## src/ism_defines.svh

```systemverilog
`ifndef ISM_DEFINES_SVH
`define ISM_DEFINES_SVH
// ************************************
// register byte offsets
// ************************************
`define ISM_A_DATA    8'h00
`define ISM_A_CTRL    8'h04
`define ISM_A_STAT    8'h08
`define ISM_A_RATE    8'h0C
// ************************************
// sequence_control_register fields
// ************************************
`define ISM_C_SEN     0
`define ISM_C_PEN     2
`define ISM_C_RECEIVE_SEQUENCE_ENABLE    3
`define ISM_C_ACK_SEQUENCE_ENABLE   4
`define ISM_C_ACK_VALUE_BIT   5
`define ISM_C_ACKST   6
`define ISM_C_EN      7
`define ISM_C_IE      8
// ************************************
// port_status_register fields
// ************************************
`define ISM_S_BF      0
`define ISM_S_WRITE_COLLISION_FLAG    1
`define ISM_S_OV      2
`define ISM_S_START   3
`define ISM_S_STOP    4
`define ISM_S_PE      5
`define ISM_S_BCL     6
`define ISM_S_IDLE    7
// ************************************
// reset values and bit counts
// ************************************
`define ISM_RATE_RST  7'h09
`define ISM_LAST_BIT  4'h7
`define ISM_ACK_BIT   4'h8
`define ISM_BIT_FIRST 4'h0
`endif

```

## src/ism_pkg.sv

```systemverilog
`default_nettype none
package ism_pkg;
  // one-hot sequencer states
  typedef enum logic [7:0] {
    S_IDLE = 8'h01,
    S_ST1  = 8'h02,
    S_ST2  = 8'h04,
    S_LOW  = 8'h08,
    S_HIGH = 8'h10,
    S_SP1  = 8'h20,
    S_SP2  = 8'h40,
    S_SP3  = 8'h80
  } ism_state_t;
  // byte-level operation in the clocked phases
  typedef enum logic [2:0] {
    OP_TX  = 3'h1,
    OP_RX  = 3'h2,
    OP_ACK = 3'h4
  } ism_op_t;
endpackage
`default_nettype wire

```

## src/ism_master.sv

```systemverilog
// Functional notes
// - buffer write sets buffer_full_flag; cleared after eighth bit shifted out.
// - buffer write during any sequence is ignored and sets write_collision_flag.
// - slave acknowledge 0 clears ack_status_bit, 1 sets it.
// - receive enable accepted only while idle, otherwise disregarded.
// - reception toggles clock per counter timeout, shifts data each clock.
// - after eighth receive clock load buffer, set flags, hold clock low, idle.
// - reception sets buffer_full_flag on load; buffer read clears it.
// - byte completing while buffer still full sets receive_overflow_flag.
// - ack sequence pulls clock low and drives ack_value_bit on data.
// - ack waits a period, releases clock, waits high period, pulls low, idles.
// - stop drives data low, counts, releases clock, later releases data.
// - data high with clock high sets stop-seen; period later stop completes.
// - released clock suspends counter until sampled high, then reloads.
// - reset or port disable ends transfers and clears start/stop seen.
// - bus taken whenever idle; start/stop seen are not checked; stop raises interrupt.
// - released data sampled low during clock high is a collision, except in reception and the transmit ack bit.
// - transmit collision halts, clears buffer full, releases both lines.
// - sequence collision aborts, releases lines, clears its enable bit.
// - after collision monitor stops; new write restarts from first bit.
// - either line low at start begin aborts start with collision.
// - start counts once data high; clock low meanwhile is a collision.
// - data low early asserts start early; else assert at timeout.
// - counter reloads from low seven bits, counts to zero, stops.
// - counter decrements on each internal phase clock.
// - transmitter releases data after eighth clock, samples ack at ninth.
`timescale 1ns/1ns
`default_nettype none
`include "ism_defines.svh"
module ism_master (
  input  wire logic        pclk,
  input  wire logic        presetn,
  input  wire logic        ce,
  input  wire logic        psel,
  input  wire logic        penable,
  input  wire logic        pwrite,
  input  wire logic [7:0]  paddr,
  input  wire logic [31:0] pwdata,
  output logic      [31:0] prdata,
  output logic             pready,
  output logic             pslverr,
  input  wire logic        scl_i,
  input  wire logic        sda_i,
  output logic             scl_o,
  output logic             scl_oe,
  output logic             sda_o,
  output logic             sda_oe,
  output logic             port_irq,
  output logic             coll_irq
);
  import ism_pkg::*;

  // ************************************
  // state
  // ************************************
  ism_state_t  st_ff, nxt_st;
  ism_op_t     op_ff, nxt_op;
  logic [6:0]  rate_ff, cnt_ff, nxt_cnt;
  logic [7:0]  buf_ff, sr_ff, nxt_sr;
  logic [3:0]  bit_ff, nxt_bit;
  logic        hi_ff, nxt_hi, scl_oe_ff, nxt_scl, sda_oe_ff, nxt_sda;
  logic        sen_ff, pen_ff, receive_sequence_enable_ff, ack_sequence_enable_ff, ack_value_bit_ff, ackst_ff;
  logic        en_ff, ie_ff, bf_ff, write_collision_flag_ff, ov_ff, sseen_ff, pseen_ff;
  logic        pe_ff, bcl_ff, port_irq_ff, coll_irq_ff;
  logic [1:0]  scl_sy_ff, sda_sy_ff;
  logic        sda_p_ff;
  logic [31:0] prdata_ff;
  logic        pready_ff, pslverr_ff;
  logic        ev_start, ev_bfclr, ev_ack, ev_rx, ev_ackdone, ev_stop, ev_coll, ev_pe;

  // counter reload value, shared by every sequence
  function automatic logic [6:0] rld(input logic [6:0] r);
    return r;
  endfunction

  // ************************************
  // pin synchronisers and bus monitor
  // ************************************
  wire scl_s = scl_sy_ff[1];
  wire sda_s = sda_sy_ff[1];
  wire idle  = (st_ff == S_IDLE);
  wire tmo   = (cnt_ff == 7'h00);
  wire start_det = scl_s && sda_p_ff && !sda_s;
  wire stop_det  = scl_s && !sda_p_ff && sda_s;

  // two flops before anything looks at the pins
  always_ff @(posedge pclk or negedge presetn) begin
    if (!presetn) begin
      scl_sy_ff <= 2'b11;
      sda_sy_ff <= 2'b11;
      sda_p_ff  <= 1'b1;
    end else if (ce) begin
      scl_sy_ff <= {scl_sy_ff[0], scl_i};
      sda_sy_ff <= {sda_sy_ff[0], sda_i};
      sda_p_ff  <= sda_sy_ff[1];
    end
  end

  // start/stop seen; disable clears both
  always_ff @(posedge pclk or negedge presetn) begin
    if (!presetn) begin
      sseen_ff <= 1'b0;
      pseen_ff <= 1'b0;
    end else if (ce) begin
      if (!en_ff) begin
        sseen_ff <= 1'b0;
        pseen_ff <= 1'b0;
      end else if (start_det) begin
        sseen_ff <= 1'b1;
        pseen_ff <= 1'b0;
      end else if (stop_det) begin
        sseen_ff <= 1'b0;
        pseen_ff <= 1'b1;
      end
    end
  end

  // ************************************
  // apb slave
  // ************************************
  wire setup   = psel && !penable;
  wire acc     = psel && penable && pready_ff;
  wire wr_data = acc && pwrite && paddr == `ISM_A_DATA;
  wire rd_data = acc && !pwrite && paddr == `ISM_A_DATA;
  wire wr_ctrl = acc && pwrite && paddr == `ISM_A_CTRL;
  wire wr_stat = acc && pwrite && paddr == `ISM_A_STAT;
  wire wr_rate = acc && pwrite && paddr == `ISM_A_RATE;
  wire mapped  = paddr == `ISM_A_DATA || paddr == `ISM_A_CTRL ||
                 paddr == `ISM_A_STAT || paddr == `ISM_A_RATE;
  wire go_tx   = wr_data && idle && en_ff;
  wire any_seq = sen_ff || pen_ff || receive_sequence_enable_ff || ack_sequence_enable_ff;
  wire ctl_ok  = wr_ctrl && idle && en_ff && !any_seq;

  // read data captured in setup, pready registered from setup so every access completes with no wait state
  always_ff @(posedge pclk or negedge presetn) begin
    if (!presetn) begin
      pready_ff  <= 1'b0;
      pslverr_ff <= 1'b0;
      prdata_ff  <= 32'h0000_0000;
    end else if (ce) begin
      pready_ff  <= setup;
      pslverr_ff <= setup && !mapped;
      if (setup) begin
        unique case (paddr)
          `ISM_A_DATA: prdata_ff <= {24'h00_0000, buf_ff};
          `ISM_A_CTRL: prdata_ff <= {23'h00_0000, ie_ff, en_ff, ackst_ff, ack_value_bit_ff,
                                     ack_sequence_enable_ff, receive_sequence_enable_ff, pen_ff, 1'b0, sen_ff};
          `ISM_A_STAT: prdata_ff <= {24'h00_0000, idle, bcl_ff, pe_ff, pseen_ff,
                                     sseen_ff, ov_ff, write_collision_flag_ff, bf_ff};
          `ISM_A_RATE: prdata_ff <= {25'h000_0000, rate_ff};
          default:     prdata_ff <= 32'h0000_0000;
        endcase
      end
    end
  end

  // ************************************
  // sequencer
  // ************************************
  always_comb begin
    nxt_st = st_ff;
    nxt_op = op_ff;
    nxt_cnt = tmo ? cnt_ff : cnt_ff - 7'h01;
    nxt_bit = bit_ff;
    nxt_sr = sr_ff;
    nxt_hi = hi_ff;
    nxt_scl = scl_oe_ff;
    nxt_sda = sda_oe_ff;
    {ev_start, ev_bfclr, ev_ack, ev_rx, ev_ackdone, ev_stop, ev_coll, ev_pe} = 8'h00;
    unique case (st_ff)
      S_IDLE: begin
        nxt_hi = 1'b0;
        if (sen_ff) begin
          if (!scl_s || !sda_s) ev_coll = 1'b1;
          else begin
            nxt_cnt = rld(rate_ff);
            nxt_st = S_ST1;
          end
        end else if (pen_ff) begin
          nxt_sda = 1'b1;
          nxt_scl = 1'b1;
          nxt_st = S_SP1;
        end else if (receive_sequence_enable_ff) begin
          nxt_op = OP_RX;
          nxt_sda = 1'b0;
          nxt_scl = 1'b1;
          nxt_bit = `ISM_BIT_FIRST;
          nxt_cnt = rld(rate_ff);
          nxt_st = S_LOW;
        end else if (ack_sequence_enable_ff) begin
          nxt_op = OP_ACK;
          nxt_scl = 1'b1;
          nxt_sda = !ack_value_bit_ff;
          nxt_cnt = rld(rate_ff);
          nxt_st = S_LOW;
        end else if (go_tx) begin
          nxt_op = OP_TX;
          nxt_sr = pwdata[7:0];
          nxt_sda = !pwdata[7];
          nxt_scl = 1'b1;
          nxt_bit = `ISM_BIT_FIRST;
          nxt_cnt = rld(rate_ff);
          nxt_st = S_LOW;
        end
      end
      S_ST1: begin
        if (!sda_s) begin
          nxt_sda = 1'b1;
          nxt_cnt = rld(rate_ff);
          nxt_st = S_ST2;
        end else if (!scl_s) ev_coll = 1'b1;
        else if (tmo) begin
          nxt_sda = 1'b1;
          nxt_cnt = rld(rate_ff);
          nxt_st = S_ST2;
        end
      end
      S_ST2: begin
        // a low clock here is another master's start, not a collision
        if (tmo) begin
          nxt_scl = 1'b1;
          ev_start = 1'b1;
          ev_pe = 1'b1;
          nxt_st = S_IDLE;
        end
      end
      S_LOW: begin
        if (tmo) begin
          nxt_scl = 1'b0;
          nxt_hi = 1'b0;
          nxt_st = S_HIGH;
        end
      end
      S_HIGH: begin
        if (!hi_ff) begin
          nxt_cnt = cnt_ff;
          if (scl_s) begin
            nxt_hi = 1'b1;
            nxt_cnt = rld(rate_ff);
          end
        end else if (!sda_oe_ff && !sda_s && op_ff != OP_RX &&
                     !(op_ff == OP_TX && bit_ff == `ISM_ACK_BIT)) begin
          ev_coll = 1'b1;
        end else if (tmo) begin
          nxt_scl = 1'b1;
          nxt_cnt = rld(rate_ff);
          nxt_bit = bit_ff + 4'h1;
          nxt_st = S_LOW;
          unique case (op_ff)
            OP_TX: begin
              nxt_sr = {sr_ff[6:0], 1'b0};
              nxt_sda = !sr_ff[6];
              if (bit_ff == `ISM_LAST_BIT) begin
                nxt_sda = 1'b0;
                ev_bfclr = 1'b1;
              end else if (bit_ff == `ISM_ACK_BIT) begin
                ev_ack = 1'b1;
                ev_pe = 1'b1;
                nxt_st = S_IDLE;
              end
            end
            OP_RX: begin
              nxt_sr = {sr_ff[6:0], sda_s};
              if (bit_ff == `ISM_LAST_BIT) begin
                ev_rx = 1'b1;
                ev_pe = 1'b1;
                nxt_st = S_IDLE;
              end
            end
            default: begin
              ev_ackdone = 1'b1;
              nxt_st = S_IDLE;
            end
          endcase
        end
      end
      S_SP1: begin
        if (!sda_s) begin
          nxt_cnt = rld(rate_ff);
          nxt_hi = 1'b0;
          nxt_st = S_SP2;
        end
      end
      S_SP2: begin
        if (!hi_ff) begin
          if (tmo) begin
            nxt_scl = 1'b0;
            nxt_hi = 1'b1;
          end
        end else begin
          nxt_cnt = cnt_ff;
          if (scl_s) begin
            nxt_cnt = rld(rate_ff);
            nxt_hi = 1'b0;
            nxt_st = S_SP3;
          end
        end
      end
      S_SP3: begin
        if (!hi_ff) begin
          if (tmo) begin
            nxt_sda = 1'b0;
            nxt_hi = 1'b1;
          end
        end else if (!pseen_ff) nxt_cnt = rld(rate_ff);
        else if (tmo) begin
          ev_stop = 1'b1;
          ev_pe = 1'b1;
          nxt_st = S_IDLE;
        end
      end
      default: nxt_st = S_IDLE;
    endcase
    if (ev_coll || !en_ff) begin
      nxt_st = S_IDLE;
      nxt_scl = 1'b0;
      nxt_sda = 1'b0;
      nxt_hi = 1'b0;
    end
  end

  // sequencer registers; reset ends any transfer
  always_ff @(posedge pclk or negedge presetn) begin
    if (!presetn) begin
      st_ff <= S_IDLE;
      op_ff <= OP_TX;
      cnt_ff <= 7'h00;
      bit_ff <= `ISM_BIT_FIRST;
      sr_ff <= 8'h00;
      hi_ff <= 1'b0;
      scl_oe_ff <= 1'b0;
      sda_oe_ff <= 1'b0;
    end else if (ce) begin
      st_ff <= nxt_st;
      op_ff <= nxt_op;
      cnt_ff <= nxt_cnt;
      bit_ff <= nxt_bit;
      sr_ff <= nxt_sr;
      hi_ff <= nxt_hi;
      scl_oe_ff <= nxt_scl;
      sda_oe_ff <= nxt_sda;
    end
  end

  // ************************************
  // software bits and flags
  // ************************************
  // sequence enables: taken only while idle, cleared by hardware
  always_ff @(posedge pclk or negedge presetn) begin
    if (!presetn) begin
      {sen_ff, pen_ff, receive_sequence_enable_ff, ack_sequence_enable_ff} <= 4'h0;
      {en_ff, ie_ff, ack_value_bit_ff} <= 3'h0;
      rate_ff <= `ISM_RATE_RST;
    end else if (ce) begin
      if (wr_ctrl) begin
        en_ff <= pwdata[`ISM_C_EN];
        ie_ff <= pwdata[`ISM_C_IE];
        ack_value_bit_ff <= pwdata[`ISM_C_ACK_VALUE_BIT];
      end
      if (wr_rate) rate_ff <= pwdata[6:0];
      if (ctl_ok) begin
        sen_ff <= pwdata[`ISM_C_SEN];
        pen_ff <= pwdata[`ISM_C_PEN];
        receive_sequence_enable_ff <= pwdata[`ISM_C_RECEIVE_SEQUENCE_ENABLE];
        ack_sequence_enable_ff <= pwdata[`ISM_C_ACK_SEQUENCE_ENABLE];
      end else if (ev_coll || !en_ff) begin
        {sen_ff, pen_ff, receive_sequence_enable_ff, ack_sequence_enable_ff} <= 4'h0;
      end else begin
        if (ev_start) sen_ff <= 1'b0;
        if (ev_stop) pen_ff <= 1'b0;
        if (ev_rx) receive_sequence_enable_ff <= 1'b0;
        if (ev_ackdone) ack_sequence_enable_ff <= 1'b0;
      end
    end
  end

  // data buffer, buffer full, ack status
  always_ff @(posedge pclk or negedge presetn) begin
    if (!presetn) begin
      buf_ff <= 8'h00;
      bf_ff <= 1'b0;
      ackst_ff <= 1'b0;
    end else if (ce) begin
      if (go_tx) buf_ff <= pwdata[7:0];
      else if (ev_rx) buf_ff <= nxt_sr;
      // a load in the same cycle as a read keeps the flag set
      if (go_tx || ev_rx) bf_ff <= 1'b1;
      else if (ev_bfclr || rd_data || (ev_coll && op_ff == OP_TX)) bf_ff <= 1'b0;
      if (ev_ack) ackst_ff <= sda_s;
    end
  end

  // sticky event flags, write one to clear, set wins
  always_ff @(posedge pclk or negedge presetn) begin
    if (!presetn) begin
      {write_collision_flag_ff, ov_ff, pe_ff, bcl_ff} <= 4'h0;
    end else if (ce) begin
      if (wr_data && !idle) write_collision_flag_ff <= 1'b1;
      else if (wr_stat && pwdata[`ISM_S_WRITE_COLLISION_FLAG]) write_collision_flag_ff <= 1'b0;
      if (ev_rx && bf_ff) ov_ff <= 1'b1;
      else if (wr_stat && pwdata[`ISM_S_OV]) ov_ff <= 1'b0;
      if (ev_pe || (stop_det && idle && en_ff)) pe_ff <= 1'b1;
      else if (wr_stat && pwdata[`ISM_S_PE]) pe_ff <= 1'b0;
      if (ev_coll) bcl_ff <= 1'b1;
      else if (wr_stat && pwdata[`ISM_S_BCL]) bcl_ff <= 1'b0;
    end
  end

  // interrupt requests follow the flags while enabled
  always_ff @(posedge pclk or negedge presetn) begin
    if (!presetn) begin
      port_irq_ff <= 1'b0;
      coll_irq_ff <= 1'b0;
    end else if (ce) begin
      port_irq_ff <= pe_ff && ie_ff;
      coll_irq_ff <= bcl_ff && ie_ff;
    end
  end

  // ************************************
  // outputs
  // ************************************
  // open drain: the pins only ever pull low
  assign scl_o = 1'b0;
  assign sda_o = 1'b0;
  assign scl_oe = scl_oe_ff;
  assign sda_oe = sda_oe_ff;
  assign prdata = prdata_ff;
  assign pready = pready_ff;
  assign pslverr = pslverr_ff;
  assign port_irq = port_irq_ff;
  assign coll_irq = coll_irq_ff;
endmodule
`default_nettype wire

```

## config.mk

```make
export PLATFORM = sky130hd
export DESIGN_NAME = ism_master
export DESIGN_NICKNAME = d
export VERILOG_FILES = /design/src/ism_pkg.sv /design/src/ism_master.sv
export VERILOG_INCLUDE_DIRS = /design/src /design/src/src
export SDC_FILE = /design/constraint.sdc
export NUM_CORES = 1
export LEC_CHECK = 0
export ABC_AREA = 1
export BUFFER_PORTS_ARGS = -buffer_cell sky130_fd_sc_hd__buf_2
export CORE_MARGIN = 3
export CORE_UTILIZATION = 53
export CTS_BUF_LIST = sky130_fd_sc_hd__clkbuf_4 sky130_fd_sc_hd__clkbuf_8 sky130_fd_sc_hd__clkbuf_16
export CTS_CLUSTER_DIAMETER = 150
export DETAILED_ROUTE_END_ITERATION = 8
export PLACE_DENSITY = 0.77
export SYNTH_ARGS = -nofsm -noshare
export SYNTH_HDL_FRONTEND = slang
export SYNTH_SLANG_ARGS = --single-unit
export TNS_END_PERCENT = 5
```

## constraint.sdc

```tcl
create_clock -name pclk -period 2.1 [get_ports pclk]
set_input_delay 0.42 -clock pclk [delete_from_list [all_inputs] [get_ports pclk]]
set_output_delay 0.42 -clock pclk [all_outputs]
set_load 0.005 [all_outputs]
```

==> run_results.csv, run 1 <==
group,metric,value,unit
outcome,status,"complete, but fails checks",
outcome,failed_checks,"negative hold slack",
final_layout,diodes,0,
sta,clock-skew-final,15.4,ps
worst_setup_path,cp_max_fo,6,
global_route,grt_use_total,31.7,%
global_route,grt_pass1_wl,32400,um
sta,setup_viol,0,
global_route,grt_pass1_vias,6390,
die,rows,39,
global_route,antenna_found_initial,0,
yosys,synth_area,6250,um2
yosys,yosysSeqAreaShare,32.6,%
yosys,yosysTopAreaCellShare,28.8,%
yosys,synthCells,966,
yosys,synthFlopType,"dfrtp_1",
worst_setup_path,crit_path_end_kind,"flip-flop",
power_and_ir_drop,p_leak,3.95,nW
yosys,yosysUniqueCellTypes,44,
die,die_h,115,um
sta,final.setup.tns,0,ps
global_route,grt-busiest-layer,"met2",
worst_setup_path,path_class,"reg2reg",
final_layout,area_growth,22.2,%
worst_setup_path,r2r_slack,30,ps
cts,cts.sinks,81,
sta,hold_slack,-2.11,ps
yosys,ys_warn_count,0,
final_layout,layout.nets,1137,
die,fp.dieArea,13100,um2
cts,holdBufCountCts,0,
cts,cts_buffer_depth,2,
cts,numCtsBuffers,9,
die,die_w,115,um
placed_design,place.gp.congestion,0.965,
route,drc,0,
sta,worst-slew-pin-transition,526,ps
placed_design,port_buffers,39,
yosys,syn_avg_cell_area,6.47,um2
sta,period_needed,2070,ps
yosys,synth_edf_count,0,
final_layout,drive_gt1_share,22.3,%
sta,max_freq,0.483,GHz
worst_setup_path,reg2regPathDepth,12,
sta,period_share,98.6,%
power_and_ir_drop,vdd_drop_max,0.655,mV
cts,cts_max_level,3,
die,fp.coreArea,11500,um2
route,routedWlPerCell,16.6,um
yosys,synth.top_cells.by_count,"nand2_1 (300), inv_1 (97), nand3_1 (93)",
route,vias,7007,
yosys,synth-async-reset-ratio,100,%
route,drtPass1Iterations,6,
sta,maxSlewHeadroom,64.6,%
power_and_ir_drop,p_total,0.00826,W
global_route,overflow,0,
route,viasPerCell,5.68,
global_route,grt_use_met3,5.55,%
cts,clk_pin_slew,70,ps
sta,finalHoldViolations,3,
sta,rsz0062_at_grt,"true",
cts,cts_root_buf,"clkbuf_16",
global_route,use_met1,42.4,%
yosys,synth_area_leaders,"dfrtp_1 (29%), nand2_1 (18%), nand3_1 (7.4%), o21ai_0 (7.0%), inv_1 (5.8%)",
placed_design,dp_hpwl,15400,um
final_layout,nFillCells,1021,
worst_setup_path,crit_required,2340,ps
sta,report.final.slew_viol_count,0,
cts,worstSkewPairLatency,360,ps
route,ant_nets,0,
cts,tritoncts,"done",
worst_hold_path,hold_path.class,"in2async",
worst_setup_path,arrival,2310,ps
die,io_pins,88,
global_route,grt_max_degree,53,
worst_setup_path,startpoint_type,"flip-flop",
yosys,yosysMostFrequentCell,"nand2_1",
die,start_util,54.5,%
yosys,ys_ff_latch,81,
run,maxCapViolCount,0,
power_and_ir_drop,p_per_area,1080,nW/um2
yosys,yosysTopAreaCell,"dfrtp_1",
global_route,met2_usage,50.8,%
route,finalWirelength,20400,um
route,drt_iter0_drc,732,
[flip-flops by register name (all words and copies together), names as in the netlist, 2 cells and up]
signal / count
prdata: 9
buf_ff: 8
sr_ff: 8
st_ff: 8
cnt_ff: 7
rate_ff: 7
bit_ff: 4
op_ff: 3
scl_sy_ff: 2
sda_sy_ff: 2
[where the power goes]
group          leakage [nW]  switching, W  internal, W
Combinational          2.74       0.00282      0.00170
Sequential             1.06      0.000226      0.00182
Clock                 0.150      0.000711     0.000979
Total                  3.95       0.00376      0.00450
[layout by cell type, fill, tap and decap left out, types with 3 or more instances in the layout]
cell type,n
a21oi_1,25
a221oi_1,3
a22oi_1,4
a31oi_1,6
buf_12,3
buf_2,38
buf_4,96
clkbuf_16,9
clkinv_1,3
conb_1,25
dfrtp_1,72
dfstp_2,9
inv_1,90
inv_2,9
nand2_1,295
nand2_2,10
nand2_4,10
nand3_1,90
nand3_2,6
nand4_1,26
nor2_1,76
nor2_2,16
nor2_4,13
nor3_1,12
o2111ai_1,5
o211ai_1,12
o21ai_0,86
o21ai_1,7
[path summary, 6_finish.rpt]
| check | start | end |
|---|---|---|
| setup / recovery | st_ff[7] | bf_ff |
| hold / removal | presetn | cnt_ff[3] |
| hold reg to reg | sda_sy_ff[0] | sda_sy_ff[0] |
| min in group pclk | sda_i | sda_sy_ff[0] |
| max in group asynchronous | presetn | rate_ff[3] |
| setup reg to reg | st_ff[7] | bf_ff |
[routing by layer]
layer	share of wire [%]	wire length (um)
met3	9.3	1890
met2	46	9460
met4	4.0	816
met5	0	0
met1	40	8270
[per-stage QoR]
stage	setup WS, ps	hold slack, ps	cell area, um2	utilization (%)	cells
after CTS	-13.9	16.5	7460	65.0	1229
final	30.3	-2.11	7640	66.7	1234
after global routing	-50.6	43.3	7640	66.7	1234
after detailed placement	-44.4	385	7130	62.2	1213
after global placement	5.32	381	7130	62.2	1213
after floorplan	148	124	6340	-	990
[kinds of logic (layout without fill, tap and decap cells)]
kind of cell | count (synthesis) | count (layout) | synth area share (%)
other | 1 | 25 | 0.0600
muxes | 1 | 1 | 0.180
adders and majority gates | 3 | 3 | 0.600
DFF | 81 | 81 | 32.6
and+or+nand+nor | 562 | 562 | 40.1
buffers and inverters | 158 | 259 | 11.7
AOI/OAI and AO/OA | 157 | 157 | 14.3
xor gates and xnor gates | 3 | 3 | 0.420
[timing repair]
action | 4_1_cts | 5_1_grt
resized for setup | 3 | 48
hold endpoints to repair | 0 | 0
setup endpoints to repair | 11 | 41
setup buffers | 0 | 5
cloned | 0 | 0
pin swaps | 0 | 9
[worst max-delay path, stage by stage (launching register included)]
cell and delay [ps]:
dfrtp_1 410, inv_1 100, nand2_1 110, nor2_1 210, nand2_4 150, nor2_8 150
nand2_1 180, nor2_1 150, nor2_1 50, nor2_1 180, o21ai_0 130, nand2_1 90
nand2_1 50
[layout make-up]
| cell class | instances | area [um2] | area share [%] |
|---|---|---|---|
| Sequential cell | 81 | 2040 | 26.7 |
| Tap cell | 143 | 179 | 2.34 |
| Multi-Input combinational cell | 751 | 3730 | 48.8 |
| Inverter | 104 | 397 | 5.19 |
| Clock buffer | 11 | 246 | 3.22 |
| Clock inverter | 5 | 63.8 | 0.835 |
| Timing Repair Buffer | 139 | 993 | 13.0 |
(Power assumes the default switching activity.)
==> run 2: changes to the inputs <==
--- a/config.mk
+++ b/config.mk
@@ -13,6 +13,7 @@
 export CTS_BUF_LIST = sky130_fd_sc_hd__clkbuf_4 sky130_fd_sc_hd__clkbuf_8 sky130_fd_sc_hd__clkbuf_16
 export CTS_CLUSTER_DIAMETER = 150
 export DETAILED_ROUTE_END_ITERATION = 8
+export MAX_ROUTING_LAYER = met4
 export PLACE_DENSITY = 0.77
 export SYNTH_ARGS = -nofsm -noshare
 export SYNTH_HDL_FRONTEND = slang
==> run 2 against run 1 <==
  * The flow finishes with violations (negative setup slack)
  * Wire length up 3.7%
  * Maximum frequency down 1.6%
  * First-iteration DRC count down 3.0%
  * Clock skew down 0.79 ps
  * Cell count up 0.57%
  * Global-route usage up 1.5 points
  * Flip-flop and latch count unchanged
  * Sequential power about the same
  * Worst hold slack better by 33 ps
  * Clock-buffer cell count down 2
==> run_results.csv, run 2 (synthesized netlist as in run 1, its figures left out) <==
group,metric,value,unit
die,die_h,115,um
worst_setup_path,crit_required,2350,ps
global_route,grt_pass1_wl,32800,um
cts,worstSkewPairLatency,360,ps
die,fp.dieArea,13100,um2
cts,cts_root_buf,"clkbuf_16",
worst_hold_path,hold_path.class,"in2async",
global_route,grt_use_total,33.1,%
route,ant_nets,0,
sta,clock-skew-final,14.6,ps
die,rows,39,
run,maxCapViolCount,0,
worst_setup_path,startpoint_type,"flip-flop",
cts,tritoncts,"done",
power_and_ir_drop,vdd_drop_max,0.796,mV
die,fp.coreArea,11500,um2
final_layout,drive_gt1_share,23.4,%
route,routedWlPerCell,17.1,um
cts,clk_pin_slew,70,ps
cts,numCtsBuffers,9,
worst_setup_path,cp_slowest_stage_delay,600,ps
worst_setup_path,cp_max_fo,8,
route,viasPerCell,5.74,
worst_setup_path,crit_path_end_kind,"flip-flop",
worst_setup_path,rr_startpoint,"st_ff[0]",
sta,rsz0062_at_grt,"true",
die,die_w,115,um
route,drc,0,
global_route,overflow,0,
final_layout,area_growth,23.9,%
placed_design,dp_hpwl,15600,um
worst_setup_path,arrival,2350,ps
worst_setup_path,cp_top_family,"simple AND/OR/NAND/NOR gates",
cts,cts_buffer_depth,2,
placed_design,place.gp.congestion,0.995,
sta,period_share,100,%
route,drtPass1Iterations,5,
worst_setup_path,crit_buf_inv,1,
sta,period_needed,2100,ps
final_layout,layout.nets,1144,
placed_design,dp_slack,-43.7,ps
global_route,antenna_found_initial,0,
route,vias,7118,
route,finalWirelength,21200,um
final_layout,nFillCells,997,
global_route,grt_pass1_vias,6369,
sta,setup_viol,1,
cts,cts.sinks,81,
worst_setup_path,path_class,"reg2reg",
worst_setup_path,r2r_slack,-4,ps
sta,finalHoldViolations,0,
sta,maxSlewHeadroom,65.0,%
sta,max_freq,0.475,GHz
final_layout,diodes,0,
final_layout,final_core_util,67.6,%
final_layout,layout_common_cells,"nand2_1 (288), buf_4 (100), nand3_1 (91), inv_1 (90), o21ai_0 (81)",
worst_setup_path,reg2regPathDepth,12,
worst_setup_path,cp_slowest_cell,"dfstp_2",
placed_design,port_buffers,39,
route,drt_iter0_drc,710,
power_and_ir_drop,p_per_area,1080,nW/um2
cts,cts_max_level,3,
sta,report.final.slew_viol_count,0,
global_route,grt_max_degree,39,
worst_setup_path,path_cells,"nor2_4 > nand2_4 > nor2_2 > buf_4 > nand2_1 > nand3_1 > nor2_2 > nand4_1 > nand2_4 > nand2_8 > nand2_2 > nand2_1",
die,io_pins,88,
cts,holdBufCountCts,0,
outcome,failed_checks,"negative setup slack",
power_and_ir_drop,p_total,0.00839,W
sta,setup_ws,-4.00,ps
final_layout,largest_register_ffs,9,
die,start_util,54.5,%
worst_setup_path,rr_endpoint,"st_ff[5]",
sta,worst-slew-pin-transition,520,ps
sta,final.setup.tns,-4.00,ps
power_and_ir_drop,p_leak,4.00,nW
outcome,status,"complete, but fails checks",
final_layout,mostFrequentLayoutCell,"nand2_1",
[run 2: changes by cell type in the layout (fill, tap and decap cells not counted), moves of 2 or more]
cell,delta
nand2_2,+7
dfrtp_1,-2
clkinvlp_4,-2
nand2_1,-7
buf_4,+4
dfrtp_2,+2
buf_6,+2
nor2_2,-2
o21ai_1,+5
o21ai_0,-5
[run 2: worst max-delay path by stage]
| stage | from | endpoint | slack, ps | cells past startpoint |
|---|---|---|---|---|
| 6_report | st_ff[0] | st_ff[5] | -4 | 12 |
| 5_1_grt | st_ff[3] | buf_ff[3] | -100 | 15 |
| 4_1_cts | cnt_ff[0] | buf_ff[5] | -20 | 13 |
| 3_5_place_dp | cnt_ff[0] | st_ff[2] | -40 | 15 |
| 3_3_place_gp | cnt_ff[0] | st_ff[1] | 6 | 15 |
| 2_1_floorplan | cnt_ff[0] | sr_ff[3] | 150 | 12 |
[run 2: through the flow]
step | hold slack (ps) | std cells | area [um2]
6_report | 30.6 | 1241 | 7750
3_5_place_dp | 422 | 1215 | 7130
5_1_grt | 56.3 | 1241 | 7750
2_1_floorplan | 124 | 990 | 6340
4_1_cts | 39.6 | 1231 | 7480
3_3_place_gp | 427 | 1215 | 7130
[run 2: routing by layer]
metal	wire length (um)	part of all wire [%]	vias up	GRT usage, %
met5	0	0	-	-
met4	986	4.7	0	14.9
met3	2100	9.9	80	6.71
met2	9800	46	368	51.2
met1	8300	39	3288	42.1
li1	-	-	3382	-
[run 2: timing repair]
action,CTS,global route
resized for setup,3,65
setup endpoints to repair,14,41
hold endpoints to repair,0,0
gates cloned,0,2
pin swaps,0,18
buffers inserted,0,10
[run 2: cell type report]
cell class / count / area [um2] / share of cell area [%]
clock inverter: 7 / 111 / 1.44
timing repair buffer: 144 / 1030 / 13.2
inverter: 104 / 395 / 5.10
tap: 143 / 179 / 2.31
multi-input combinational: 753 / 3770 / 48.7
sequential: 81 / 2040 / 26.3
clock buffer: 9 / 225 / 2.91
[run 2: power by group]
group | total, W | internal [W] | switching (W)
registers | 0.00205 | 0.00182 | 0.000232
clock network | 0.00182 | 0.00107 | 0.000752
logic | 0.00452 | 0.00167 | 0.00286
==> run 3: changes to the inputs <==
--- a/config.mk
+++ b/config.mk
@@ -15,6 +15,7 @@
 export DETAILED_ROUTE_END_ITERATION = 8
 export MAX_ROUTING_LAYER = met4
 export PLACE_DENSITY = 0.77
+export RECOVER_POWER = 50
 export SYNTH_ARGS = -nofsm -noshare
 export SYNTH_HDL_FRONTEND = slang
 export SYNTH_SLANG_ARGS = --single-unit
==> run 3 against run 2 <==
  * The flow still finishes with violations (negative setup slack)
  * Sequential power about the same
  * Non-clock buffer count did not move
  * Maximum frequency about the same
  * Critical path type unchanged
  * Largest cell class unchanged
==> run_results.csv, run 3 (synthesized netlist as in run 1, its figures left out) <==
group,metric,value,unit
sta,final.setup.tns,-4.39,ps
placed_design,place.gp.congestion,0.995,
sta,period_needed,2100,ps
sta,worst-slew-pin-transition,960,ps
outcome,status,"complete, but fails checks",
sta,clock-skew-final,16.6,ps
die,die_w,115,um
sta,maxSlewHeadroom,36.0,%
power_and_ir_drop,p_per_area,1090,nW/um2
global_route,grt_max_degree,39,
cts,tritoncts,"done",
worst_setup_path,startpoint_type,"flip-flop",
final_layout,final_core_util,67.4,%
cts,cts_buffer_depth,2,
route,finalWirelength,21200,um
cts,cts_root_buf,"clkbuf_16",
sta,setup_ws,-4.39,ps
worst_setup_path,arrival,2360,ps
worst_setup_path,crit_path_end_kind,"flip-flop",
sta,hold_slack,202,ps
global_route,grt_pass1_vias,6369,
route,routedWlPerCell,17.1,um
placed_design,detailed_place.area,7130,um2
sta,period_share,100,%
global_route,grt_use_total,33.1,%
sta,rsz0062_at_grt,"true",
route,drc,0,
outcome,failed_checks,"negative setup slack",
final_layout,diodes,0,
cts,worstSkewPairLatency,370,ps
sta,max_freq,0.475,GHz
sta,finalHoldViolations,0,
run,maxCapViolCount,0,
worst_setup_path,r2r_slack,-4,ps
final_layout,layout.nets,1144,
route,ant_nets,0,
die,start_util,54.5,%
die,io_pins,88,
worst_setup_path,cp_max_fo,8,
power_and_ir_drop,p_leak,3.99,nW
cts,cts_max_level,3,
cts,cts.sinks,81,
route,viasPerCell,5.75,
sta,report.final.slew_viol_count,0,
final_layout,layout_common_cells,"nand2_1 (288), buf_4 (98), nand3_1 (91), inv_1 (90), o21ai_0 (81)",
die,fp.coreArea,11500,um2
die,die_h,115,um
cts,clk_pin_slew,70,ps
final_layout,area_growth,23.6,%
route,vias,7140,
die,rows,39,
die,fp.dieArea,13100,um2
final_layout,post-route-cell-area,7730,um2
worst_setup_path,rr_startpoint,"st_ff[0]",
sta,setup_viol,1,
worst_setup_path,path_class,"reg2reg",
final_layout,nFillCells,1002,
route,drt_iter0_drc,707,
worst_setup_path,crit_required,2350,ps
final_layout,drive_gt1_share,23.3,%
final_layout,multi_input_area,3770,um2
route,drtPass1Iterations,5,
worst_setup_path,reg2regPathDepth,12,
global_route,antenna_found_initial,0,
worst_setup_path,rr_endpoint,"st_ff[5]",
placed_design,dp_hpwl,15600,um
power_and_ir_drop,vdd_drop_max,0.795,mV
final_layout,seqCellArea,2040,um2
placed_design,port_buffers,39,
final_layout,mostFrequentLayoutCell,"nand2_1",
global_route,grt_pass1_wl,32800,um
global_route,overflow,0,
worst_hold_path,hold_path.class,"in2async",
final_layout,largest_register_ffs,9,
cts,numCtsBuffers,9,
==> run 3: worst max-delay path by stage <==
| stage | startpoint | endpoint | slack [ps] | cells after the start |
|---|---|---|---|---|
| 6_report | st_ff[0] | st_ff[5] | -4 | 12 |
| 5_1_grt | st_ff[3] | buf_ff[3] | -100 | 15 |
| 4_1_cts | cnt_ff[0] | buf_ff[5] | -20 | 13 |
| 3_5_place_dp | cnt_ff[0] | st_ff[2] | -40 | 15 |
| 3_3_place_gp | cnt_ff[0] | st_ff[1] | 6 | 15 |
| 2_1_floorplan | cnt_ff[0] | sr_ff[3] | 150 | 12 |
==> run 3: critical path, cell delays in order, from the launching register on <==
cell and delay (ps):
dfstp_2 600, nor2_4 60, nand2_4 120, nor2_2 80, buf_4 170, nand2_1 120, nand3_1 110, nor2_2 150
nand4_1 180, nand2_4 190, nand2_8 90, nand2_2 70, nand2_1 50
==> run 3: area by class of cell <==
| type | count | area share, % |
|---|---|---|
| sequential | 81 | 26.4 |
| timing repair buffer | 144 | 13.0 |
| clock buffer | 9 | 2.91 |
| tap | 143 | 2.31 |
| multi-input combinational | 753 | 48.8 |
| clock inverter | 7 | 1.44 |
| inverter | 104 | 5.11 |
==> run 3: per-layer routing <==
metal | global-route usage (%) | wire length [um] | up-vias
met5 | - | 0 | -
met4 | 14.9 | 996 | 0
met3 | 6.71 | 2130 | 83
met2 | 51.2 | 9790 | 389
met1 | 42.1 | 8280 | 3284
li1 | - | - | 3384
==> run 3: timing repair <==
action | CTS | global route
setup endpoints to repair | 14 | 41
pin swaps | 0 | 18
hold buffers | 0 | 0
setup buffers | 0 | 10
gates resized for setup | 3 | 65
cloned | 0 | 2
==> run 3: power breakdown <==
part           switching [W]  total (W)  internal, W  leakage [nW]
combinational        0.00285    0.00452      0.00166          2.77
sequential          0.000232    0.00205      0.00182          1.06
clock               0.000756    0.00182      0.00107         0.163
total                0.00384    0.00839      0.00455          3.99
==> run 3: stage by stage <==
stage	setup slack [ps]	instances	total power, W
after floorplan	148	990	0.00467
after global placement	6.23	1215	0.00593
after detailed placement	-43.7	1215	0.00598
after CTS	-17.9	1231	0.00786
after global routing	-98.4	1241	0.00896
final	-4.39	1241	0.00839
